<file path="config.mk">
export PLATFORM = sky130hd
export DESIGN_NAME = spc_port
export DESIGN_NICKNAME = d
export VERILOG_FILES = /design/src/shared/spc_pkg.sv /design/src/design/spc_port.sv
export SDC_FILE = /design/constraint.sdc
export NUM_CORES = 1
export LEC_CHECK = 0
export BUFFER_PORTS_ARGS = -buffer_cell sky130_fd_sc_hd__buf_2
export CELL_PAD_IN_SITES_DETAIL_PLACEMENT = 1
export CELL_PAD_IN_SITES_GLOBAL_PLACEMENT = 1
export CORE_MARGIN = 2
export CORE_UTILIZATION = 40
export CTS_CLUSTER_DIAMETER = 30
export CTS_CLUSTER_SIZE = 12
export DETAILED_ROUTE_END_ITERATION = 12
export PLACE_DENSITY = 0.76
export SLEW_MARGIN = 10
export SYNTH_ARGS = -nofsm -noshare
export SYNTH_HDL_FRONTEND = slang
export SYNTH_SLANG_ARGS = --single-unit
</file>
<file path="constraint.sdc">
create_clock -name clk_sys -period 8.3 [get_ports clk_sys]
set_input_delay 1.245 -clock clk_sys [delete_from_list [all_inputs] [get_ports clk_sys]]
set_output_delay 1.245 -clock clk_sys [all_outputs]
set_load 0.02 [all_outputs]
</file>
<file path="src/shared/spc_pkg.sv">
/*
  Constants for the serial peripheral port: register addresses, bit
  positions, masks, reset values, transfer lengths and sequencer states.
  Assumes it is compiled before any design file that imports it.
*/
package spc_pkg;

  // register bus shape
  localparam int unsigned SPC_ADDR_W = 3;
  localparam int unsigned SPC_DATA_W = 8;

  // register addresses
  localparam logic [SPC_ADDR_W-1:0] SPC_REG_CTRL1 = 3'h0;
  localparam logic [SPC_ADDR_W-1:0] SPC_REG_CTRL2 = 3'h1;
  localparam logic [SPC_ADDR_W-1:0] SPC_REG_BAUD = 3'h2;
  localparam logic [SPC_ADDR_W-1:0] SPC_REG_STATUS = 3'h3;
  localparam logic [SPC_ADDR_W-1:0] SPC_REG_DATA_HI = 3'h4;
  localparam logic [SPC_ADDR_W-1:0] SPC_REG_DATA_LO = 3'h5;

  // serial_port_control_one bit positions
  localparam int unsigned SPC_C1_RX_FAULT_IRQ_EN = 7;
  localparam int unsigned SPC_C1_SYSTEM_EN = 6;
  localparam int unsigned SPC_C1_TX_EMPTY_IRQ_EN = 5;
  localparam int unsigned SPC_C1_MASTER_SELECT = 4;
  localparam int unsigned SPC_C1_CLOCK_POLARITY = 3;
  localparam int unsigned SPC_C1_CLOCK_PHASE = 2;
  localparam int unsigned SPC_C1_SELECT_OUT_EN = 1;
  localparam int unsigned SPC_C1_LOW_BIT_FIRST = 0;

  // serial_port_control_two bit positions and implemented bits
  localparam int unsigned SPC_C2_WIDE_MODE = 7;
  localparam int unsigned SPC_C2_MODE_FAULT_EN = 4;
  localparam int unsigned SPC_C2_BIDIR_OUT_EN = 3;
  localparam int unsigned SPC_C2_BIDIR_MODE = 0;
  localparam logic [SPC_DATA_W-1:0] SPC_C2_MASK = 8'h99;

  // baud register fields
  localparam int unsigned SPC_BR_PRESCALE_LSB = 4;
  localparam int unsigned SPC_BR_RATE_LSB = 0;
  localparam int unsigned SPC_BR_FIELD_W = 3;
  localparam logic [SPC_DATA_W-1:0] SPC_BR_MASK = 8'h77;

  // port_status_register bit positions
  localparam int unsigned SPC_ST_RX_FULL = 7;
  localparam int unsigned SPC_ST_TX_EMPTY = 5;
  localparam int unsigned SPC_ST_MODE_FAULT = 4;

  // reset values
  localparam logic [SPC_DATA_W-1:0] SPC_CTRL1_RST = 8'h00;
  localparam logic [SPC_DATA_W-1:0] SPC_CTRL2_RST = 8'h00;
  localparam logic [SPC_DATA_W-1:0] SPC_BAUD_RST = 8'h00;

  // transfer lengths in bits
  localparam logic [4:0] SPC_BITS_NARROW = 5'h08;
  localparam logic [4:0] SPC_BITS_WIDE = 5'h10;

  // half-period counter width
  localparam int unsigned SPC_DIV_W = 12;

  // transfer sequencer, gray coded along idle -> run -> finish
  typedef enum logic [1:0] {
    SPC_IDLE = 2'b00,
    SPC_RUN = 2'b01,
    SPC_FINISH = 2'b11
  } spc_state_t;

endpackage : spc_pkg

</file>
<file path="src/design/spc_port.sv">
/*
  Serial peripheral port: control registers, baud divider, master and
  slave transfer sequencer, shifter and pin steering for clock, two data
  pins and the select pin.
  Assumes one 40 MHz clock, a synchronous active-high reset, a plain
  register port, and a pad ring that resolves pins from the active-low
  output enables.
*/
// Chosen here: strobed register access and the address map.
`timescale 1ns/1ps
`default_nettype none

module spc_port
  import spc_pkg::*;
(
  input wire logic clk_sys,
  input wire logic srst,
  input wire logic [SPC_ADDR_W-1:0] regAddr,
  input wire logic [SPC_DATA_W-1:0] regWrData,
  input wire logic regWrEn,
  input wire logic regRdEn,
  output logic [SPC_DATA_W-1:0] regRdData,
  output logic irqReq,
  input wire logic sckIn,
  output logic sckOut,
  output logic sckOeN,
  input wire logic mosiIn,
  output logic mosiOut,
  output logic mosiOeN,
  input wire logic misoIn,
  output logic misoOut,
  output logic misoOeN,
  input wire logic ssIn,
  output logic ssOut,
  output logic ssOeN
);

  logic [SPC_DATA_W-1:0] ctrl1Q;
  logic [SPC_DATA_W-1:0] ctrl2Q;
  logic [SPC_DATA_W-1:0] baudQ;
  logic [15:0] txBufQ;
  logic [15:0] rxBufQ;
  logic [15:0] shQ;
  logic [15:0] shiftD;
  logic txEmptyQ;
  logic rxFullQ;
  logic modeFaultQ;
  logic outBitQ;
  logic [4:0] sampCntQ;
  logic [5:0] edgeCntQ;
  logic [SPC_DIV_W-1:0] divCntQ;
  logic sckLvlQ;
  spc_state_t stateQ;
  spc_state_t stateD;

  // pin synchronisers: order is sck, mosi, miso, ss
  logic [3:0] pinS1Q;
  logic [3:0] pinS2Q;
  logic sckS3Q;
  logic ssS3Q;

  // decoded control fields
  logic portEn, isMaster, clock_polarity, clock_phase, lsbFirst, select_output_enable;
  logic wide, mode_fault_enable, bidir, bidirOe, rxIe, txIe;
  assign portEn = ctrl1Q[SPC_C1_SYSTEM_EN];
  assign isMaster = ctrl1Q[SPC_C1_MASTER_SELECT];
  assign clock_polarity = ctrl1Q[SPC_C1_CLOCK_POLARITY];
  assign clock_phase = ctrl1Q[SPC_C1_CLOCK_PHASE];
  assign lsbFirst = ctrl1Q[SPC_C1_LOW_BIT_FIRST];
  assign select_output_enable = ctrl1Q[SPC_C1_SELECT_OUT_EN];
  assign rxIe = ctrl1Q[SPC_C1_RX_FAULT_IRQ_EN];
  assign txIe = ctrl1Q[SPC_C1_TX_EMPTY_IRQ_EN];
  assign wide = ctrl2Q[SPC_C2_WIDE_MODE];
  assign mode_fault_enable = ctrl2Q[SPC_C2_MODE_FAULT_EN];
  assign bidir = ctrl2Q[SPC_C2_BIDIR_MODE];
  assign bidirOe = ctrl2Q[SPC_C2_BIDIR_OUT_EN];

  // synchronised pin levels
  logic sckS, mosiS, misoS, ssS;
  assign sckS = pinS2Q[3];
  assign mosiS = pinS2Q[2];
  assign misoS = pinS2Q[1];
  assign ssS = pinS2Q[0];

  // register strobes
  logic wrCtrl1, wrCtrl2, wrBaud, wrStatus, wrDataHi, wrDataLo, rdDataLo;
  assign wrCtrl1 = regWrEn && (regAddr == SPC_REG_CTRL1);
  assign wrCtrl2 = regWrEn && (regAddr == SPC_REG_CTRL2);
  assign wrBaud = regWrEn && (regAddr == SPC_REG_BAUD);
  assign wrStatus = regWrEn && (regAddr == SPC_REG_STATUS);
  assign wrDataHi = regWrEn && (regAddr == SPC_REG_DATA_HI);
  assign wrDataLo = regWrEn && (regAddr == SPC_REG_DATA_LO);
  assign rdDataLo = regRdEn && (regAddr == SPC_REG_DATA_LO);

  // select pin role
  logic autoSs, faultSense;
  assign autoSs = isMaster && mode_fault_enable && select_output_enable;
  assign faultSense = isMaster && mode_fault_enable && !select_output_enable;

  // serial input pick per role and wiring
  logic inBit;
  assign inBit = isMaster ? (bidir ? mosiS : misoS)
                          : (bidir ? misoS : mosiS);

  // transfer length
  logic [4:0] nBits;
  assign nBits = wide ? SPC_BITS_WIDE : SPC_BITS_NARROW;

  // half period = divisor / 2 = (prescale+1) << rate
  logic [SPC_DIV_W-1:0] halfLen;
  logic [3:0] preP1;
  logic [SPC_BR_FIELD_W-1:0] rateSel;
  assign preP1 = {1'b0, baudQ[SPC_BR_PRESCALE_LSB +: SPC_BR_FIELD_W]} + 4'h1;
  assign rateSel = baudQ[SPC_BR_RATE_LSB +: SPC_BR_FIELD_W];
  assign halfLen = SPC_DIV_W'(preP1) << rateSel;

  logic running, tick;
  assign running = (stateQ != SPC_IDLE);
  assign tick = running && isMaster && (divCntQ == halfLen - 12'h001);

  // clock edges normalised against polarity; lead leaves idle level
  logic normNow, normPrev, slaveSel, slaveLead, slaveTrail, ssFall;
  assign normNow = sckS ^ clock_polarity;
  assign normPrev = sckS3Q ^ clock_polarity;
  assign slaveSel = portEn && !isMaster && !ssS;
  assign slaveLead = slaveSel && normNow && !normPrev;
  assign slaveTrail = slaveSel && !normNow && normPrev;
  assign ssFall = !ssS && ssS3Q;

  logic leadEv, trailEv, sampleEv, driveEv;
  assign leadEv = isMaster ? (stateQ == SPC_RUN && tick && !edgeCntQ[0])
                           : (stateQ == SPC_RUN && slaveLead);
  assign trailEv = isMaster ? (stateQ == SPC_RUN && tick && edgeCntQ[0])
                            : (stateQ == SPC_RUN && slaveTrail);
  assign sampleEv = clock_phase ? trailEv : leadEv;
  assign driveEv = clock_phase ? leadEv : trailEv;

  // starts, faults and completion
  logic startM, startS, start, modeFault, doneEv, lastEdge;
  assign startM = portEn && isMaster && (stateQ == SPC_IDLE) &&
                  !txEmptyQ && !wrDataLo;
  assign startS = portEn && !isMaster && (stateQ == SPC_IDLE) && ssFall;
  assign start = startM || startS;
  assign modeFault = portEn && faultSense && !ssS;
  assign doneEv = sampleEv && (sampCntQ == nBits - 5'h01) && !modeFault;
  assign lastEdge = tick && (edgeCntQ == {nBits, 1'b0} - 6'h01);

  // one serial bit into the shifter in the chosen order
  function automatic logic [15:0] shiftIn(input logic [15:0] sh,
                                          input logic b,
                                          input logic lsbF,
                                          input logic wd);
    logic [15:0] r;
    r = sh;
    if (!lsbF) begin
      r = {sh[14:0], b};
    end else if (wd) begin
      r = {b, sh[15:1]};
    end else begin
      r = {8'h00, b, sh[7:1]};
    end
    return r;
  endfunction : shiftIn

  // bit that goes on the wire next
  function automatic logic topBit(input logic [15:0] sh,
                                  input logic lsbF,
                                  input logic wd);
    logic r;
    r = lsbF ? sh[0] : (wd ? sh[15] : sh[7]);
    return r;
  endfunction : topBit

  assign shiftD = shiftIn(shQ, inBit, lsbFirst, wide);

  // pin synchronisers, first stage feeds only the second
  always_ff @(posedge clk_sys) begin
    if (srst) begin
      pinS1Q <= 4'hF;
      pinS2Q <= 4'hF;
      sckS3Q <= 1'b1;
      ssS3Q <= 1'b1;
    end else begin
      pinS1Q <= {sckIn, mosiIn, misoIn, ssIn};
      pinS2Q <= pinS1Q;
      sckS3Q <= pinS2Q[3];
      ssS3Q <= pinS2Q[0];
    end
  end

  // control registers; a mode fault drops the port back to slave
  always_ff @(posedge clk_sys) begin
    if (srst) begin
      ctrl1Q <= SPC_CTRL1_RST;
      ctrl2Q <= SPC_CTRL2_RST;
      baudQ <= SPC_BAUD_RST;
    end else begin
      if (wrCtrl1) begin
        ctrl1Q <= regWrData;
      end
      if (modeFault) begin
        ctrl1Q[SPC_C1_MASTER_SELECT] <= 1'b0;
      end
      if (wrCtrl2) begin
        ctrl2Q <= regWrData & SPC_C2_MASK;
      end
      if (wrBaud) begin
        baudQ <= regWrData & SPC_BR_MASK;
      end
    end
  end

  // transmit buffer
  always_ff @(posedge clk_sys) begin
    if (srst) begin
      txBufQ <= 16'h0000;
    end else begin
      if (wrDataHi) begin
        txBufQ[15:8] <= regWrData;
      end
      if (wrDataLo) begin
        txBufQ[7:0] <= regWrData;
      end
    end
  end

  // sequencer next state
  always_comb begin
    stateD = stateQ;
    case (stateQ)
      SPC_IDLE: begin
        if (start) begin
          stateD = SPC_RUN;
        end
      end
      SPC_RUN: begin
        if (modeFault) begin
          stateD = SPC_IDLE;
        end else if (isMaster && lastEdge) begin
          stateD = SPC_FINISH;
        end else if (!isMaster && (ssS || doneEv)) begin
          stateD = SPC_IDLE;
        end
      end
      SPC_FINISH: begin
        if (tick || !isMaster) begin
          stateD = SPC_IDLE;
        end
      end
      default: begin
        stateD = SPC_IDLE;
      end
    endcase
  end

  // sequencer state; disable forces idle
  always_ff @(posedge clk_sys) begin
    if (srst || !portEn) begin
      stateQ <= SPC_IDLE;
    end else begin
      stateQ <= stateD;
    end
  end

  // half-period divider, restarts with each transfer
  always_ff @(posedge clk_sys) begin
    if (srst || !running || !isMaster || tick) begin
      divCntQ <= '0;
    end else begin
      divCntQ <= divCntQ + 12'h001;
    end
  end

  // master clock level and edge count
  always_ff @(posedge clk_sys) begin
    if (srst || !running || !isMaster) begin
      sckLvlQ <= 1'b0;
      edgeCntQ <= 6'h00;
    end else if (tick && stateQ == SPC_RUN) begin
      sckLvlQ <= !sckLvlQ;
      edgeCntQ <= edgeCntQ + 6'h01;
    end
  end

  // shifter: load at start, sample and drive on the phase's edges
  always_ff @(posedge clk_sys) begin
    if (srst) begin
      shQ <= 16'h0000;
      sampCntQ <= 5'h00;
      outBitQ <= 1'b0;
    end else if (start) begin
      shQ <= txBufQ;
      sampCntQ <= 5'h00;
      if (!clock_phase) begin
        outBitQ <= topBit(txBufQ, lsbFirst, wide);
      end
    end else if (sampleEv) begin
      shQ <= shiftD;
      sampCntQ <= sampCntQ + 5'h01;
    end else if (driveEv) begin
      outBitQ <= topBit(shQ, lsbFirst, wide);
    end
  end

  // receive buffer, high bit stays at the top whatever the order
  always_ff @(posedge clk_sys) begin
    if (srst) begin
      rxBufQ <= 16'h0000;
    end else if (doneEv) begin
      rxBufQ <= shiftD;
    end
  end

  // status flags; hardware set wins over software clear
  always_ff @(posedge clk_sys) begin
    if (srst || !portEn) begin
      txEmptyQ <= 1'b1;
      rxFullQ <= 1'b0;
      modeFaultQ <= 1'b0;
    end else begin
      if (start) begin
        txEmptyQ <= 1'b1;
      end else if (wrDataLo) begin
        txEmptyQ <= 1'b0;
      end
      if (doneEv) begin
        rxFullQ <= 1'b1;
      end else if (rdDataLo) begin
        rxFullQ <= 1'b0;
      end
      if (modeFault) begin
        modeFaultQ <= 1'b1;
      end else if (wrStatus && regWrData[SPC_ST_MODE_FAULT]) begin
        modeFaultQ <= 1'b0;
      end
    end
  end

  // read data, valid only in the cycle after the strobe
  always_ff @(posedge clk_sys) begin
    if (srst || !regRdEn) begin
      regRdData <= '0;
    end else begin
      case (regAddr)
        SPC_REG_CTRL1: regRdData <= ctrl1Q;
        SPC_REG_CTRL2: regRdData <= ctrl2Q & SPC_C2_MASK;
        SPC_REG_BAUD: regRdData <= baudQ;
        SPC_REG_STATUS: begin
          regRdData <= '0;
          regRdData[SPC_ST_RX_FULL] <= rxFullQ;
          regRdData[SPC_ST_TX_EMPTY] <= txEmptyQ;
          regRdData[SPC_ST_MODE_FAULT] <= modeFaultQ;
        end
        SPC_REG_DATA_HI: regRdData <= wide ? rxBufQ[15:8] : 8'h00;
        SPC_REG_DATA_LO: regRdData <= rxBufQ[7:0];
        default: regRdData <= '0;
      endcase
    end
  end

  // interrupt request level
  always_ff @(posedge clk_sys) begin
    if (srst) begin
      irqReq <= 1'b0;
    end else begin
      irqReq <= portEn && ((rxIe && (rxFullQ || modeFaultQ)) ||
                           (txIe && txEmptyQ));
    end
  end

  // serial clock pin, driven only by an enabled master
  always_ff @(posedge clk_sys) begin
    if (srst) begin
      sckOut <= 1'b0;
      sckOeN <= 1'b1;
    end else begin
      sckOut <= sckLvlQ ^ clock_polarity;
      sckOeN <= !(portEn && isMaster);
    end
  end

  // data pins; in bidirectional mode one pin, direction by control two
  always_ff @(posedge clk_sys) begin
    if (srst) begin
      mosiOut <= 1'b0;
      mosiOeN <= 1'b1;
      misoOut <= 1'b0;
      misoOeN <= 1'b1;
    end else begin
      mosiOut <= outBitQ;
      mosiOeN <= !(portEn && isMaster && (!bidir || bidirOe));
      misoOut <= outBitQ;
      misoOeN <= !(slaveSel && (!bidir || bidirOe));
    end
  end

  // select pin: driven only as automatic select, else released
  always_ff @(posedge clk_sys) begin
    if (srst) begin
      ssOut <= 1'b1;
      ssOeN <= 1'b1;
    end else begin
      ssOut <= !running;
      ssOeN <= !(portEn && autoSs);
    end
  end

endmodule : spc_port

`default_nettype wire

</file>
==> flow_summary.html, run 1 <==
<table>
<tr><th>Metric</th><th>Value</th></tr>
<tr><th colspan="2">STA</th></tr>
<tr><td>Unrepaired setup endpoints after global routing</td><td>no</td></tr>
<tr><td>Max Fclk</td><td>203 MHz</td></tr>
<tr><td>Finish-stage setup viols</td><td>0</td></tr>
<tr><td>Final setup skew</td><td>0.00737 ns</td></tr>
<tr><td>Worst-margin pin slew</td><td>1.01 ns</td></tr>
<tr><td>Fin. Hold Viols</td><td>0</td></tr>
<tr><td>Post-layout min period</td><td>4.93 ns</td></tr>
<tr><td>Fin Setup TNS</td><td>0 ns</td></tr>
<tr><td>Max transition margin</td><td>0.328</td></tr>
<tr><td>Pins over their slew limit</td><td>0</td></tr>
<tr><td>Fin crit share</td><td>0.593</td></tr>
<tr><th colspan="2">GRT</th></tr>
<tr><td>First-pass GRT wire length</td><td>29.7 mm</td></tr>
<tr><td>Total congestion overflow</td><td>0</td></tr>
<tr><td>Global routing usage summed across all routing layers</td><td>0.216</td></tr>
<tr><td>Via count of the first global-routing pass</td><td>5,603</td></tr>
<tr><td>Maximum number of pins on one net before global-route repair</td><td>105</td></tr>
<tr><td>Antenna violations before repair</td><td>0</td></tr>
<tr><th colspan="2">Clock tree</th></tr>
<tr><td>TritonCTS clock tree</td><td>done</td></tr>
<tr><td>Clock transition at the registers of the reported paths</td><td>0.06 ns</td></tr>
<tr><td>Total clock sinks</td><td>122</td></tr>
<tr><td>Clock latency reported for the late side of the worst-skew pair</td><td>0.42 ns</td></tr>
<tr><td>Count of hold-fix buffers inserted at cts</td><td>0</td></tr>
<tr><td>CTS H-tree lvls</td><td>4</td></tr>
<tr><td>Max Root-Sink Buffers</td><td>2</td></tr>
<tr><td>Setup Buffers After CTS</td><td>0</td></tr>
<tr><td>Library cell used as clock root buffer</td><td>clkbuf_16</td></tr>
<tr><td>Clock buffer count from CTS</td><td>17</td></tr>
<tr><td>Number of resized instances in the post-cts repair step</td><td>0</td></tr>
<tr><th colspan="2">Setup path</th></tr>
<tr><td>Class of the most critical setup path</td><td>flip-flop to flip-flop</td></tr>
<tr><td>Flop-to-flop setup slack</td><td>3.37 ns</td></tr>
<tr><td>Reg2Reg Launch Point</td><td>baudQ[4]</td></tr>
<tr><td>Cells along the critical path</td><td>ha_1, xor2_1, a21oi_1, nor4_1, a41oi_1, a2111oi_4, o2111ai_4, o31ai_4, buf_4, nand4_4, mux2_1</td></tr>
<tr><td>Startpoint type of the worst setup path</td><td>flip-flop</td></tr>
<tr><td>Maximum single-stage delay on the critical path</td><td>0.76 ns</td></tr>
<tr><td>CP delay by family, top</td><td>compound AO/OA/AOI/OAI gates</td></tr>
<tr><td>Critical Path End Type</td><td>flip-flop</td></tr>
<tr><td>Reg2Reg Depth</td><td>11</td></tr>
<tr><td>Largest fanout on the critical path</td><td>39</td></tr>
<tr><td>Slowest-stage cell, CP</td><td>xor2_1</td></tr>
<tr><td>Critical path data arrival time</td><td>5.23 ns</td></tr>
<tr><td>WP buf/inv</td><td>1</td></tr>
<tr><td>Required arrival time at the worst endpoint</td><td>8.61 ns</td></tr>
<tr><td>End of the worst register-to-register path</td><td>rxBufQ[8]</td></tr>
<tr><td>Levels on crit path</td><td>11</td></tr>
<tr><th colspan="2">Pwr</th></tr>
<tr><td>Clock network power share</td><td>0.523</td></tr>
<tr><td>Pwr/cell area</td><td>190 nW/um2</td></tr>
<tr><td>Worst IR Drop VDD</td><td>0.153 mV</td></tr>
<tr><td>Share of power burned in combinational logic</td><td>0.048</td></tr>
<tr><td>Net switching power figure</td><td>0.000320 W</td></tr>
<tr><td>Leakage Power</td><td>2.62 nW</td></tr>
<tr><td>Internal</td><td>0.00108 W</td></tr>
<tr><td>Switching Share</td><td>0.229</td></tr>
<tr><td>Register share of total power</td><td>0.429</td></tr>
<tr><th colspan="2">Drt</th></tr>
<tr><td>Number of search-and-repair iterations in the first detailed-routing pass</td><td>9</td></tr>
<tr><td>Count of routing violations after the opening detailed-route iteration</td><td>451</td></tr>
<tr><td>Post-route ant nets</td><td>0</td></tr>
<tr><td>Total wire length</td><td>18.4 mm</td></tr>
<tr><td>Routed length per instance</td><td>18.3 um</td></tr>
<tr><td>Via Count</td><td>5,669</td></tr>
<tr><td>Vias per cell</td><td>5.64</td></tr>
<tr><td>Remaining routing DRC violations</td><td>0</td></tr>
<tr><th colspan="2">Placement</th></tr>
<tr><td>Routability-driven placement congestion ratio</td><td>0.853</td></tr>
<tr><td>Placed wire-length estimate after detailed placement</td><td>13.0 mm</td></tr>
<tr><td>Placed Cells</td><td>974</td></tr>
<tr><td>Number of buffers added on ports</td><td>35</td></tr>
<tr><th colspan="2">Synthesis</th></tr>
<tr><td>Share of async-settable or async-resettable flops after synthesis</td><td>0</td></tr>
<tr><td>Cell area after synthesis</td><td>6500 um2</td></tr>
<tr><td>Yosys cell types</td><td>80</td></tr>
<tr><td>Post-Synthesis Net Count</td><td>796</td></tr>
<tr><td>Main flop type after synthesis</td><td>dfxtp_1</td></tr>
<tr><td>Synthesized flop and latch total</td><td>122</td></tr>
<tr><td>Mapped Cells</td><td>772</td></tr>
<tr><td>Yosys warns</td><td>0</td></tr>
<tr><td>Number of enable-type register cells in the synthesized netlist</td><td>0</td></tr>
<tr><td>Sequential fraction of the synthesis area</td><td>0.376</td></tr>
<tr><td>Synthesized area per cell</td><td>8.42 um2</td></tr>
<tr><th colspan="2">Layout</th></tr>
<tr><td>Non-filler instance count after layout</td><td>1,006</td></tr>
<tr><td>Number of antenna diodes</td><td>0</td></tr>
<tr><td>Net total in the final layout</td><td>801</td></tr>
<tr><td>Filler Cells Inserted</td><td>1,903</td></tr>
<tr><td>Area delta synth-&gt;final</td><td>12.7%</td></tr>
<tr><td>Share of post-route cells with drive strength above 1</td><td>0.157</td></tr>
<tr><th colspan="2">Floorplanning</th></tr>
<tr><td>Die extent in x</td><td>132 um</td></tr>
<tr><td>Total number of placement rows</td><td>46</td></tr>
<tr><td>Y dimension of the die</td><td>132 um</td></tr>
<tr><td>Area of the core region</td><td>15,900 um2</td></tr>
<tr><td>Ports</td><td>36</td></tr>
<tr><td>Starting utilization of the core area</td><td>0.409</td></tr>
<tr><td>Die ar.</td><td>17,300 um2</td></tr>
<tr><th colspan="2">Min path</th></tr>
<tr><td>Launch instance of the worst min-delay path</td><td>pinS1Q[1]</td></tr>
<tr><td>Tightest Hold Check Type</td><td>flip-flop to flip-flop</td></tr>
<tr><td>Hold depth</td><td>1</td></tr>
<tr><td>Capture endpoint of the worst hold path</td><td>pinS2Q[1]</td></tr>
<tr><th colspan="2">Outcome</th></tr>
<tr><td>Outcome</td><td>finished clean</td></tr>
<tr><th colspan="2">Run</th></tr>
<tr><td>Max-cap viol count</td><td>0</td></tr>
</table>
==> cells in the mapped netlist (3+ instances only) <==
master    instances  area share
a22oi_1          10       0.012
o2bb2a_1          8       0.012
o21ai_0          23       0.018
nor2b_1          18       0.017
xnor2_1          23       0.031
clkbuf_1         36       0.021
nand2_1         113       0.065
nor4b_1           3      0.0040
or2_2            11       0.011
nand2b_1         34       0.033
and2_1            3      0.0029
ha_1              5      0.0096
a221oi_1          3      0.0040
or3b_2            6      0.0081
nor2_1           68       0.039
xor2_1           11       0.015
a211oi_1          4      0.0046
or3_1             8      0.0077
nand3_1          18       0.014
buf_2             8      0.0062
nor3b_1           4      0.0046
a21oi_1          55       0.042
mux2_2           18       0.031
o211a_1           3      0.0046
nand4b_1          3      0.0040
and3_1           10      0.0096
nand3b_1          3      0.0035
mux2i_1          35       0.054
buf_6             3      0.0052
o221ai_1          3      0.0040
dfxtp_1         122        0.38
nand4_1           9      0.0087
a21o_1            3      0.0035
a31oi_1           6      0.0058
buf_1             3      0.0017
nor4_1            5      0.0048
buf_4             5      0.0058
and4b_1           3      0.0046
inv_1             7      0.0040
nor3_1           11      0.0085
==> worst max path at each step <==
stage                     startpoint        end  slack (ns)
after CTS                   baudQ[4]  rxBufQ[8]        3.41
after detailed placement    baudQ[4]  rxBufQ[8]        3.44
final                       baudQ[4]  rxBufQ[8]        3.37
after global placement      baudQ[4]  rxBufQ[8]        3.55
after global routing        baudQ[4]  rxBufQ[8]        3.03
after floorplan           regAddr[2]    outBitQ        4.57
==> layout make-up <==
cell class | instances | area [um2] | area share
well taps | 216 | 270 | 0.0369
clock inverters | 9 | 115 | 0.0157
flip-flops and latches | 122 | 2440 | 0.333
multi-input cells | 585 | 3770 | 0.515
inverters | 9 | 33.8 | 0.00461
repair buffers | 42 | 228 | 0.0311
clock buffers | 23 | 468 | 0.0639
==> cells in the final DEF (no fill, tap or decap), drive strengths merged, types with 6 or more instances in the layout <==
| cell type | instances |
|---|---|
| a211oi | 6 |
| or2 | 12 |
| o2bb2a | 8 |
| and3 | 10 |
| a22oi | 10 |
| nand2b | 34 |
| nor2 | 68 |
| xor2 | 11 |
| nand2 | 113 |
| o21ai | 24 |
| dfxtp | 122 |
| a21oi | 57 |
| nand4 | 10 |
| xnor2 | 23 |
| inv | 9 |
| a31oi | 6 |
| nand3 | 18 |
| clkbuf | 23 |
| or3b | 7 |
| nor2b | 18 |
| mux2i | 35 |
| nor3 | 12 |
| mux2 | 20 |
| or3 | 8 |
| buf | 42 |
==> metrics by stage <==
stage / utilization / area [um2] / hold slack, ns / setup slack, ns / total power [W]
6_report: 0.461 / 7330 / 0.409 / 3.37 / 0.00140
5_1_grt: 0.461 / 7330 / 0.430 / 3.03 / 0.00144
4_1_cts: 0.461 / 7330 / 0.411 / 3.41 / 0.00141
3_5_place_dp: 0.425 / 6740 / 0.398 / 3.44 / 0.000678
3_3_place_gp: 0.425 / 6740 / 0.398 / 3.55 / 0.000676
2_1_floorplan: - / 6500 / 0.389 / 4.57 / 0.000658
==> sequential cells by signal (all words and copies together) (netlist names), 2 cells and up <==
signal     cells
txBufQ        16
ctrl2Q         4
pinS2Q         4
stateQ         2
shQ           16
rxBufQ        16
regRdData      8
baudQ          6
edgeCntQ       6
ctrl1Q         8
divCntQ       12
sampCntQ       5
pinS1Q         4
==> power groups by stage <==
| stage | registers, W | logic [W] | clock network, W |
|---|---|---|---|
| final | 0.000599 | 0.0000672 | 0.000729 |
| after global routing | 0.000600 | 0.0000731 | 0.000768 |
| after CTS | 0.000599 | 0.0000669 | 0.000743 |
| after detailed placement | 0.000611 | 0.0000666 | 0 |
| after global placement | 0.000611 | 0.0000651 | 0 |
| after floorplan | 0.000607 | 0.0000508 | 0 |
==> cells by family (layout without fill, tap and decap cells) <==
logic type	count (synthesis)	after routing	synth area share
flip-flops	122	122	0.376
multiplexers	57	57	0.0960
adder cells (fa/ha/maj)	6	6	0.0112
XOR/XNOR	34	34	0.0458
buffers and inverters	65	83	0.0456
AND/OR/NAND/NOR	342	342	0.267
AO/OA/AOI/OAI	146	146	0.159
==> layer usage <==
| layer | vias up | part of all wire | wire length [um] | GRT usage |
|---|---|---|---|---|
| met2 | 130 | 0.46 | 8460 | 0.336 |
| li1 | 2712 | - | - | - |
| met4 | 0 | 0.013 | 244 | 0.0713 |
| met1 | 2808 | 0.48 | 8860 | 0.301 |
| met5 | - | 0 | 0 | 0 |
| met3 | 19 | 0.044 | 808 | 0.0401 |
==> worst reg2reg max path: cells and delay by family, from the launching register on <==
family	cells	cell delay, ns
buffers and inverters	1	0.40
and+or+nand+nor	2	0.77
AOI/OAI and AO/OA	5	1.34
DFF	1	0.74
adders and majority gates	1	0.38
muxes	1	0.44
xor gates and xnor gates	1	0.76
Power figures use the tool's default switching activity.
==> inputs of run 2 (changes only) <==
Settings changed: PLACE_DENSITY 0.76 to 0.79.
Clock period 8.3 ns to 4.3 ns, I/O delays scaled along.
==> run 2 against run 1 <==
Effect of this change: design area increased by 0.53%; maximum frequency up 24%; worst setup slack got worse by 3.1 ns; clock skew is 0.00062 ns higher; sequential cell count stayed put; global-route usage is 0.40 points higher; sequential power grew 94%; count of clock-buffer cells in the layout decreased by 6; power increased by 93%; critical endpoint unchanged.
==> flow_summary.html, run 2 (synthesis results as in run 1) <==
<table>
<tr><th>Metric</th><th>Value</th></tr>
<tr><th colspan="2">Pwr</th></tr>
<tr><td>Register share of total power</td><td>0.429 (about the same)</td></tr>
<tr><td>Switching Share</td><td>0.243 (was 0.229)</td></tr>
<tr><td>Clock network power share</td><td>0.521 (was 0.523)</td></tr>
<tr><td>Worst IR Drop VDD</td><td>0.286 mV (was 0.153 mV)</td></tr>
<tr><td>Share of power burned in combinational logic</td><td>0.050 (was 0.048)</td></tr>
<tr><td>Net switching power figure</td><td>0.000656 W (was 0.000320 W)</td></tr>
<tr><td>Internal</td><td>0.00204 W (was 0.00108 W)</td></tr>
<tr><td>Leakage Power</td><td>2.65 nW (was 2.62 nW)</td></tr>
<tr><td>Pwr/cell area</td><td>366 nW/um2 (was 190 nW/um2)</td></tr>
<tr><th colspan="2">STA</th></tr>
<tr><td>Fin worst setup slack</td><td>0.323 ns (was 3.37 ns)</td></tr>
<tr><td>Unrepaired setup endpoints after global routing</td><td>no (unchanged)</td></tr>
<tr><td>Post-layout min period</td><td>3.98 ns (was 4.93 ns)</td></tr>
<tr><td>Max transition margin</td><td>0.211 (was 0.328)</td></tr>
<tr><td>Fin Setup TNS</td><td>0 ns (unchanged)</td></tr>
<tr><td>Fin crit share</td><td>0.925 (was 0.593)</td></tr>
<tr><td>Worst-margin pin slew</td><td>1.18 ns (was 1.01 ns)</td></tr>
<tr><td>Finish-stage setup viols</td><td>0 (unchanged)</td></tr>
<tr><td>Final setup skew</td><td>0.00799 ns (was 0.00737 ns)</td></tr>
<tr><td>Pins over their slew limit</td><td>0 (unchanged)</td></tr>
<tr><td>Fin. Hold Viols</td><td>0 (unchanged)</td></tr>
<tr><td>Max Fclk</td><td>251 MHz (was 203 MHz)</td></tr>
<tr><th colspan="2">Clock tree</th></tr>
<tr><td>Setup Buffers After CTS</td><td>0 (unchanged)</td></tr>
<tr><td>Number of resized instances in the post-cts repair step</td><td>0 (unchanged)</td></tr>
<tr><td>Clock transition at the registers of the reported paths</td><td>0.06 ns (about the same)</td></tr>
<tr><td>TritonCTS clock tree</td><td>done (unchanged)</td></tr>
<tr><td>CTS H-tree lvls</td><td>4 (unchanged)</td></tr>
<tr><td>Count of hold-fix buffers inserted at cts</td><td>0 (unchanged)</td></tr>
<tr><td>Clock latency reported for the late side of the worst-skew pair</td><td>0.43 ns (was 0.42 ns)</td></tr>
<tr><td>Max Root-Sink Buffers</td><td>2 (unchanged)</td></tr>
<tr><td>Library cell used as clock root buffer</td><td>clkbuf_16 (unchanged)</td></tr>
<tr><td>Clock buffer count from CTS</td><td>17 (unchanged)</td></tr>
<tr><td>Total clock sinks</td><td>122 (unchanged)</td></tr>
<tr><th colspan="2">Layout</th></tr>
<tr><td>Multi-input gate area</td><td>3770 um2 (unchanged)</td></tr>
<tr><td>Highest-count cells in the layout ignoring fill and taps</td><td>122 x dfxtp_1, 113 x nand2_1, 68 x nor2_1 (unchanged)</td></tr>
<tr><td>Registers with the most flip-flops</td><td>rxBufQ (16), shQ (16), txBufQ (16) (unchanged)</td></tr>
<tr><td>Area delta synth-&gt;final</td><td>13.3% (was 12.7%)</td></tr>
<tr><td>Number of antenna diodes</td><td>0 (unchanged)</td></tr>
<tr><td>Share of the core filled with cells in the final layout</td><td>0.464 (was 0.461)</td></tr>
<tr><td>Share of post-route cells with drive strength above 1</td><td>0.168 (was 0.157)</td></tr>
<tr><td>Net total in the final layout</td><td>807 (was 801)</td></tr>
<tr><td>Combined flip-flop and latch cell area</td><td>2440 um2 (unchanged)</td></tr>
<tr><td>Leading cell type in the layout, fill and taps excluded</td><td>dfxtp_1 (unchanged)</td></tr>
<tr><td>Filler Cells Inserted</td><td>1,937 (was 1,903)</td></tr>
<tr><th colspan="2">GRT</th></tr>
<tr><td>Via count of the first global-routing pass</td><td>5,785 (was 5,603)</td></tr>
<tr><td>Global routing usage summed across all routing layers</td><td>0.220 (was 0.216)</td></tr>
<tr><td>Maximum number of pins on one net before global-route repair</td><td>64 (was 105)</td></tr>
<tr><td>First-pass GRT wire length</td><td>30.5 mm (was 29.7 mm)</td></tr>
<tr><td>Antenna violations before repair</td><td>0 (unchanged)</td></tr>
<tr><td>Total congestion overflow</td><td>0 (unchanged)</td></tr>
<tr><th colspan="2">Floorplanning</th></tr>
<tr><td>Ports</td><td>36 (unchanged)</td></tr>
<tr><td>Starting utilization of the core area</td><td>0.409 (unchanged)</td></tr>
<tr><td>Area of the core region</td><td>15,900 um2 (unchanged)</td></tr>
<tr><td>Y dimension of the die</td><td>132 um (unchanged)</td></tr>
<tr><td>Total number of placement rows</td><td>46 (unchanged)</td></tr>
<tr><td>Die ar.</td><td>17,300 um2 (unchanged)</td></tr>
<tr><td>Die extent in x</td><td>132 um (unchanged)</td></tr>
<tr><th colspan="2">Drt</th></tr>
<tr><td>Routed length per instance</td><td>18.5 um (was 18.3 um)</td></tr>
<tr><td>Count of routing violations after the opening detailed-route iteration</td><td>347 (was 451)</td></tr>
<tr><td>Remaining routing DRC violations</td><td>0 (unchanged)</td></tr>
<tr><td>Number of search-and-repair iterations in the first detailed-routing pass</td><td>7 (was 9)</td></tr>
<tr><td>Total wire length</td><td>18.7 mm (was 18.4 mm)</td></tr>
<tr><td>Vias per cell</td><td>5.64 (about the same)</td></tr>
<tr><td>Via Count</td><td>5,711 (was 5,669)</td></tr>
<tr><td>Post-route ant nets</td><td>0 (unchanged)</td></tr>
<tr><th colspan="2">Placement</th></tr>
<tr><td>Number of buffers added on ports</td><td>35 (unchanged)</td></tr>
<tr><td>Placed wire-length estimate after detailed placement</td><td>13.2 mm (was 13.0 mm)</td></tr>
<tr><td>Routability-driven placement congestion ratio</td><td>0.901 (was 0.853)</td></tr>
<tr><td>Pre-CTS setup slack</td><td>0.385 ns (was 3.44 ns)</td></tr>
<tr><th colspan="2">Setup path</th></tr>
<tr><td>Class of the most critical setup path</td><td>flip-flop to flip-flop (unchanged)</td></tr>
<tr><td>Startpoint type of the worst setup path</td><td>flip-flop (unchanged)</td></tr>
<tr><td>Critical Path End Type</td><td>flip-flop (unchanged)</td></tr>
<tr><td>Required arrival time at the worst endpoint</td><td>4.62 ns (was 8.61 ns)</td></tr>
<tr><td>Critical path data arrival time</td><td>4.29 ns (was 5.23 ns)</td></tr>
<tr><td>Largest fanout on the critical path</td><td>18 (was 39)</td></tr>
<tr><th colspan="2">Run</th></tr>
<tr><td>Max-cap viol count</td><td>0 (unchanged)</td></tr>
<tr><th colspan="2">Min path</th></tr>
<tr><td>Tightest Hold Check Type</td><td>input pin to flip-flop (was flip-flop to flip-flop)</td></tr>
<tr><th colspan="2">Outcome</th></tr>
<tr><td>Outcome</td><td>finished clean (unchanged)</td></tr>
</table>
-- run 2: metrics by stage --
stage	area (um2)	instances	total power [W]	hold WS, ns
final	7370	1012	0.00270	0.393
after global routing	7370	1012	0.00278	0.398
after CTS	7370	1012	0.00271	0.384
after detailed placement	6790	980	0.00131	0.395
after global placement	6790	980	0.00131	0.394
after floorplan	6500	772	0.00127	0.389
-- run 2: worst paths after layout --
| path | start | to | slack (ns) | depth (start not counted) |
|---|---|---|---|---|
| worst min register to register | pinS1Q[0] | pinS2Q[0] | 0.41 | 1 |
| worst max register to register | baudQ[5] | rxBufQ[8] | 0.32 | 10 |
| worst min-delay path | ssIn | pinS1Q[0] | 0.39 | 2 |
| worst max-delay path | baudQ[5] | rxBufQ[8] | 0.32 | 10 |
-- run 2: cell type report --
type	instances	share of cell area
Sequential cell	122	0.332
Tap cell	216	0.0367
Multi-Input combinational cell	585	0.512
Clock inverter	15	0.0206
Clock buffer	17	0.0578
Timing Repair Buffer	48	0.0370
Inverter	9	0.00459
-- run 2: power groups by stage --
stage               clock (W)  combinational (W)  sequential (W)
finish                0.00141           0.000134         0.00116
global route          0.00147           0.000146         0.00116
CTS                   0.00142           0.000134         0.00116
detailed placement          0           0.000132         0.00118
global placement            0           0.000128         0.00118
floorplan                   0          0.0000981         0.00117
-- run 2: worst max-delay path, stage by stage (launching register included) --
cell,delay [ns]
dfxtp_1,0.50
ha_1,0.44
nand4b_1,0.18
o41ai_1,0.12
a211oi_1,0.58
nand3_1,0.24
a2111oi_4,0.41
o2111ai_4,0.22
o31ai_4,0.34
nand4_4,0.38
mux2_1,0.44
-- run 2: metal layers --
metal / global-route usage / vias to the layer above / part of all wire / routed length (um)
met5: 0 / - / 0 / 0
met4: 0.0670 / 0 / 0.016 / 301
met3: 0.0502 / 25 / 0.040 / 759
met2: 0.360 / 118 / 0.48 / 8990
met1: 0.288 / 2843 / 0.46 / 8690
li1: - / 2725 / - / -
==> inputs of run 3 (changes only) <==
Settings changed: BUFFER_PORTS_ARGS -buffer_cell sky130_fd_sc_hd__buf_2 to -buffer_cell sky130_fd_sc_hd__buf_4.
==> run 3 against run 2 <==
Effect of this change: non-clock buffer count shrank 3; highest routed layer unchanged; worst setup slack improved by 0.027 ns; critical path depth rose by 3; cell count down 0.40%; via count decreased by 1.2%.
==> flow_summary.html, run 3 (synthesis results as in run 1) <==
<table>
<tr><th>Metric</th><th>Value</th></tr>
<tr><th colspan="2">Setup path</th></tr>
<tr><td>Slowest-stage cell, CP</td><td>ha_1 (was a211oi_1)</td></tr>
<tr><td>Reg2Reg Depth</td><td>13 (was 10)</td></tr>
<tr><td>End of the worst register-to-register path</td><td>rxBufQ[8] (unchanged)</td></tr>
<tr><td>Largest fanout on the critical path</td><td>18 (unchanged)</td></tr>
<tr><td>Critical path data arrival time</td><td>4.26 ns (was 4.29 ns)</td></tr>
<tr><td>Required arrival time at the worst endpoint</td><td>4.61 ns (was 4.62 ns)</td></tr>
<tr><td>WP buf/inv</td><td>0 (unchanged)</td></tr>
<tr><td>Class of the most critical setup path</td><td>flip-flop to flip-flop (unchanged)</td></tr>
<tr><td>Reg2Reg Launch Point</td><td>baudQ[5] (unchanged)</td></tr>
<tr><td>Startpoint type of the worst setup path</td><td>flip-flop (unchanged)</td></tr>
<tr><td>Flop-to-flop setup slack</td><td>0.35 ns (was 0.32 ns)</td></tr>
<tr><td>CP delay by family, top</td><td>compound AO/OA/AOI/OAI gates (unchanged)</td></tr>
<tr><td>Critical Path End Type</td><td>flip-flop (unchanged)</td></tr>
<tr><td>Cells along the critical path</td><td>ha_1, nand2b_1, a21oi_1, nand2_1, ha_1, xnor2_1, xnor2_1, nand4_1, a21oi_1, o2111ai_4, o31ai_4, nand4_4, mux2_1 (was ha_1, nand4b_1, o41ai_1, a211oi_1, nand3_1, a2111oi_4, o2111ai_4, o31ai_4, nand4_4, mux2_1)</td></tr>
<tr><td>Maximum single-stage delay on the critical path</td><td>0.58 ns (about the same)</td></tr>
<tr><th colspan="2">Floorplanning</th></tr>
<tr><td>Die extent in x</td><td>132 um (unchanged)</td></tr>
<tr><td>Y dimension of the die</td><td>132 um (unchanged)</td></tr>
<tr><td>Starting utilization of the core area</td><td>0.409 (unchanged)</td></tr>
<tr><td>Die ar.</td><td>17,300 um2 (unchanged)</td></tr>
<tr><td>Area of the core region</td><td>15,900 um2 (unchanged)</td></tr>
<tr><td>Total number of placement rows</td><td>46 (unchanged)</td></tr>
<tr><td>Ports</td><td>36 (unchanged)</td></tr>
<tr><th colspan="2">STA</th></tr>
<tr><td>Worst-margin pin slew</td><td>1.15 ns (was 1.18 ns)</td></tr>
<tr><td>Fin Setup TNS</td><td>0 ns (unchanged)</td></tr>
<tr><td>Max Fclk</td><td>253 MHz (was 251 MHz)</td></tr>
<tr><td>Unrepaired setup endpoints after global routing</td><td>no (unchanged)</td></tr>
<tr><td>Finish-stage setup viols</td><td>0 (unchanged)</td></tr>
<tr><td>Final setup skew</td><td>0.0101 ns (was 0.00799 ns)</td></tr>
<tr><td>Fin. Hold Viols</td><td>0 (unchanged)</td></tr>
<tr><td>Fin crit share</td><td>0.919 (was 0.925)</td></tr>
<tr><td>Pins over their slew limit</td><td>0 (unchanged)</td></tr>
<tr><td>Max transition margin</td><td>0.230 (was 0.211)</td></tr>
<tr><td>Post-layout min period</td><td>3.95 ns (was 3.98 ns)</td></tr>
<tr><th colspan="2">Min path</th></tr>
<tr><td>Tightest Hold Check Type</td><td>input pin to flip-flop (unchanged)</td></tr>
<tr><td>Capture endpoint of the worst hold path</td><td>pinS1Q[0] (unchanged)</td></tr>
<tr><td>Launch instance of the worst min-delay path</td><td>ssIn (unchanged)</td></tr>
<tr><td>Hold depth</td><td>2 (unchanged)</td></tr>
<tr><th colspan="2">Clock tree</th></tr>
<tr><td>CTS H-tree lvls</td><td>4 (unchanged)</td></tr>
<tr><td>Clock buffer count from CTS</td><td>17 (unchanged)</td></tr>
<tr><td>Setup Buffers After CTS</td><td>0 (unchanged)</td></tr>
<tr><td>Library cell used as clock root buffer</td><td>clkbuf_16 (unchanged)</td></tr>
<tr><td>Clock transition at the registers of the reported paths</td><td>0.06 ns (about the same)</td></tr>
<tr><td>TritonCTS clock tree</td><td>done (unchanged)</td></tr>
<tr><td>Max Root-Sink Buffers</td><td>2 (unchanged)</td></tr>
<tr><td>Clock latency reported for the late side of the worst-skew pair</td><td>0.42 ns (was 0.43 ns)</td></tr>
<tr><td>Total clock sinks</td><td>122 (unchanged)</td></tr>
<tr><td>Number of resized instances in the post-cts repair step</td><td>0 (unchanged)</td></tr>
<tr><td>Count of hold-fix buffers inserted at cts</td><td>0 (unchanged)</td></tr>
<tr><th colspan="2">Pwr</th></tr>
<tr><td>Switching Share</td><td>0.220 (was 0.243)</td></tr>
<tr><td>Overall power after layout</td><td>0.00276 W (was 0.00270 W)</td></tr>
<tr><td>Clock network power share</td><td>0.531 (was 0.521)</td></tr>
<tr><td>Worst IR Drop VDD</td><td>0.288 mV (was 0.286 mV)</td></tr>
<tr><td>Pwr/cell area</td><td>370 nW/um2 (was 366 nW/um2)</td></tr>
<tr><td>Leakage Power</td><td>2.67 nW (was 2.65 nW)</td></tr>
<tr><td>Share of power burned in combinational logic</td><td>0.049 (was 0.050)</td></tr>
<tr><td>Register share of total power</td><td>0.420 (was 0.429)</td></tr>
<tr><td>Net switching power figure</td><td>0.000607 W (was 0.000656 W)</td></tr>
<tr><td>Internal</td><td>0.00215 W (was 0.00204 W)</td></tr>
<tr><th colspan="2">GRT</th></tr>
<tr><td>Maximum number of pins on one net before global-route repair</td><td>105 (was 64)</td></tr>
<tr><td>Total congestion overflow</td><td>0 (unchanged)</td></tr>
<tr><td>Via count of the first global-routing pass</td><td>5,923 (was 5,785)</td></tr>
<tr><td>First-pass GRT wire length</td><td>30.4 mm (was 30.5 mm)</td></tr>
<tr><td>Global routing usage summed across all routing layers</td><td>0.219 (was 0.220)</td></tr>
<tr><td>Antenna violations before repair</td><td>0 (unchanged)</td></tr>
<tr><th colspan="2">Drt</th></tr>
<tr><td>Remaining routing DRC violations</td><td>0 (unchanged)</td></tr>
<tr><td>Number of search-and-repair iterations in the first detailed-routing pass</td><td>5 (was 7)</td></tr>
<tr><td>Total wire length</td><td>18.5 mm (was 18.7 mm)</td></tr>
<tr><td>Post-route ant nets</td><td>0 (unchanged)</td></tr>
<tr><td>Vias per cell</td><td>5.60 (was 5.64)</td></tr>
<tr><td>Via Count</td><td>5,643 (was 5,711)</td></tr>
<tr><td>Routed length per instance</td><td>18.3 um (was 18.5 um)</td></tr>
<tr><td>Count of routing violations after the opening detailed-route iteration</td><td>302 (was 347)</td></tr>
<tr><th colspan="2">Layout</th></tr>
<tr><td>Leading cell type in the layout, fill and taps excluded</td><td>dfxtp_1 (unchanged)</td></tr>
<tr><td>Number of antenna diodes</td><td>0 (unchanged)</td></tr>
<tr><td>Share of post-route cells with drive strength above 1</td><td>0.159 (was 0.168)</td></tr>
<tr><td>Highest-count cells in the layout ignoring fill and taps</td><td>122 x dfxtp_1, 113 x nand2_1, 68 x nor2_1 (unchanged)</td></tr>
<tr><td>Registers with the most flip-flops</td><td>rxBufQ (16), shQ (16), txBufQ (16) (unchanged)</td></tr>
<tr><td>Filler Cells Inserted</td><td>1,915 (was 1,937)</td></tr>
<tr><td>Area delta synth-&gt;final</td><td>14.7% (was 13.3%)</td></tr>
<tr><td>Net total in the final layout</td><td>804 (was 807)</td></tr>
<tr><th colspan="2">Run</th></tr>
<tr><td>Max-cap viol count</td><td>0 (unchanged)</td></tr>
<tr><th colspan="2">Placement</th></tr>
<tr><td>Placed wire-length estimate after detailed placement</td><td>12.9 mm (was 13.2 mm)</td></tr>
<tr><td>Number of buffers added on ports</td><td>35 (unchanged)</td></tr>
<tr><td>Routability-driven placement congestion ratio</td><td>0.875 (was 0.901)</td></tr>
<tr><th colspan="2">Outcome</th></tr>
<tr><td>Outcome</td><td>finished clean (unchanged)</td></tr>
</table>
run 3: per-layer routing:
layer	track usage	routed length, um
met1	0.271	8280
met2	0.370	8960
met3	0.0436	769
met4	0.0948	472
met5	0	0
run 3: power groups by stage:
stage               registers [W]  clock network (W)   logic, W
finish                    0.00116            0.00146   0.000136
floorplan                 0.00117                  0  0.0000981
detailed placement        0.00118                  0   0.000135
CTS                       0.00116            0.00149   0.000136
global placement          0.00118                  0   0.000131
global route              0.00116            0.00154   0.000148
run 3: how the worst max path moves through the flow:
stage | to | depth (start not counted) | startpoint
after floorplan | outBitQ | 15 | baudQ[4]
after global placement | rxBufQ[8] | 11 | baudQ[5]
after detailed placement | rxBufQ[8] | 11 | baudQ[5]
after CTS | rxBufQ[8] | 11 | baudQ[5]
after global routing | outBitQ | 12 | baudQ[0]
final | rxBufQ[8] | 13 | baudQ[5]
run 3: final cells by class:
cell class | instances | area [um2] | area share
Sequential cell | 122 | 2440 | 0.327
Clock buffer | 25 | 485 | 0.0651
Tap cell | 216 | 270 | 0.0362
Timing Repair Buffer | 45 | 338 | 0.0453
Clock inverter | 6 | 113 | 0.0151
Multi-Input combinational cell | 585 | 3780 | 0.506
Inverter | 9 | 33.8 | 0.00453
run 3: per-stage QoR:
stage	setup slack, ns	utilization	instance area [um2]	hold slack [ns]	cells
6_report	0.350	0.470	7460	0.408	1008
5_1_grt	0.0602	0.470	7460	0.397	1008
4_1_cts	0.331	0.469	7450	0.395	1008
3_5_place_dp	0.357	0.431	6850	0.397	977
3_3_place_gp	0.556	0.431	6850	0.395	977
2_1_floorplan	0.971	-	6500	0.389	772
run 3: worst register-to-register path, delay by kind of cell, from the launching register on:
| kind | cells | cell delay, ns |
|---|---|---|
| DFF | 1 | 0.40 |
| xor gates and xnor gates | 2 | 0.33 |
| muxes | 1 | 0.45 |
| adders and majority gates | 2 | 0.81 |
| and+or+nand+nor | 4 | 0.77 |
| AOI/OAI and AO/OA | 4 | 1.07 |
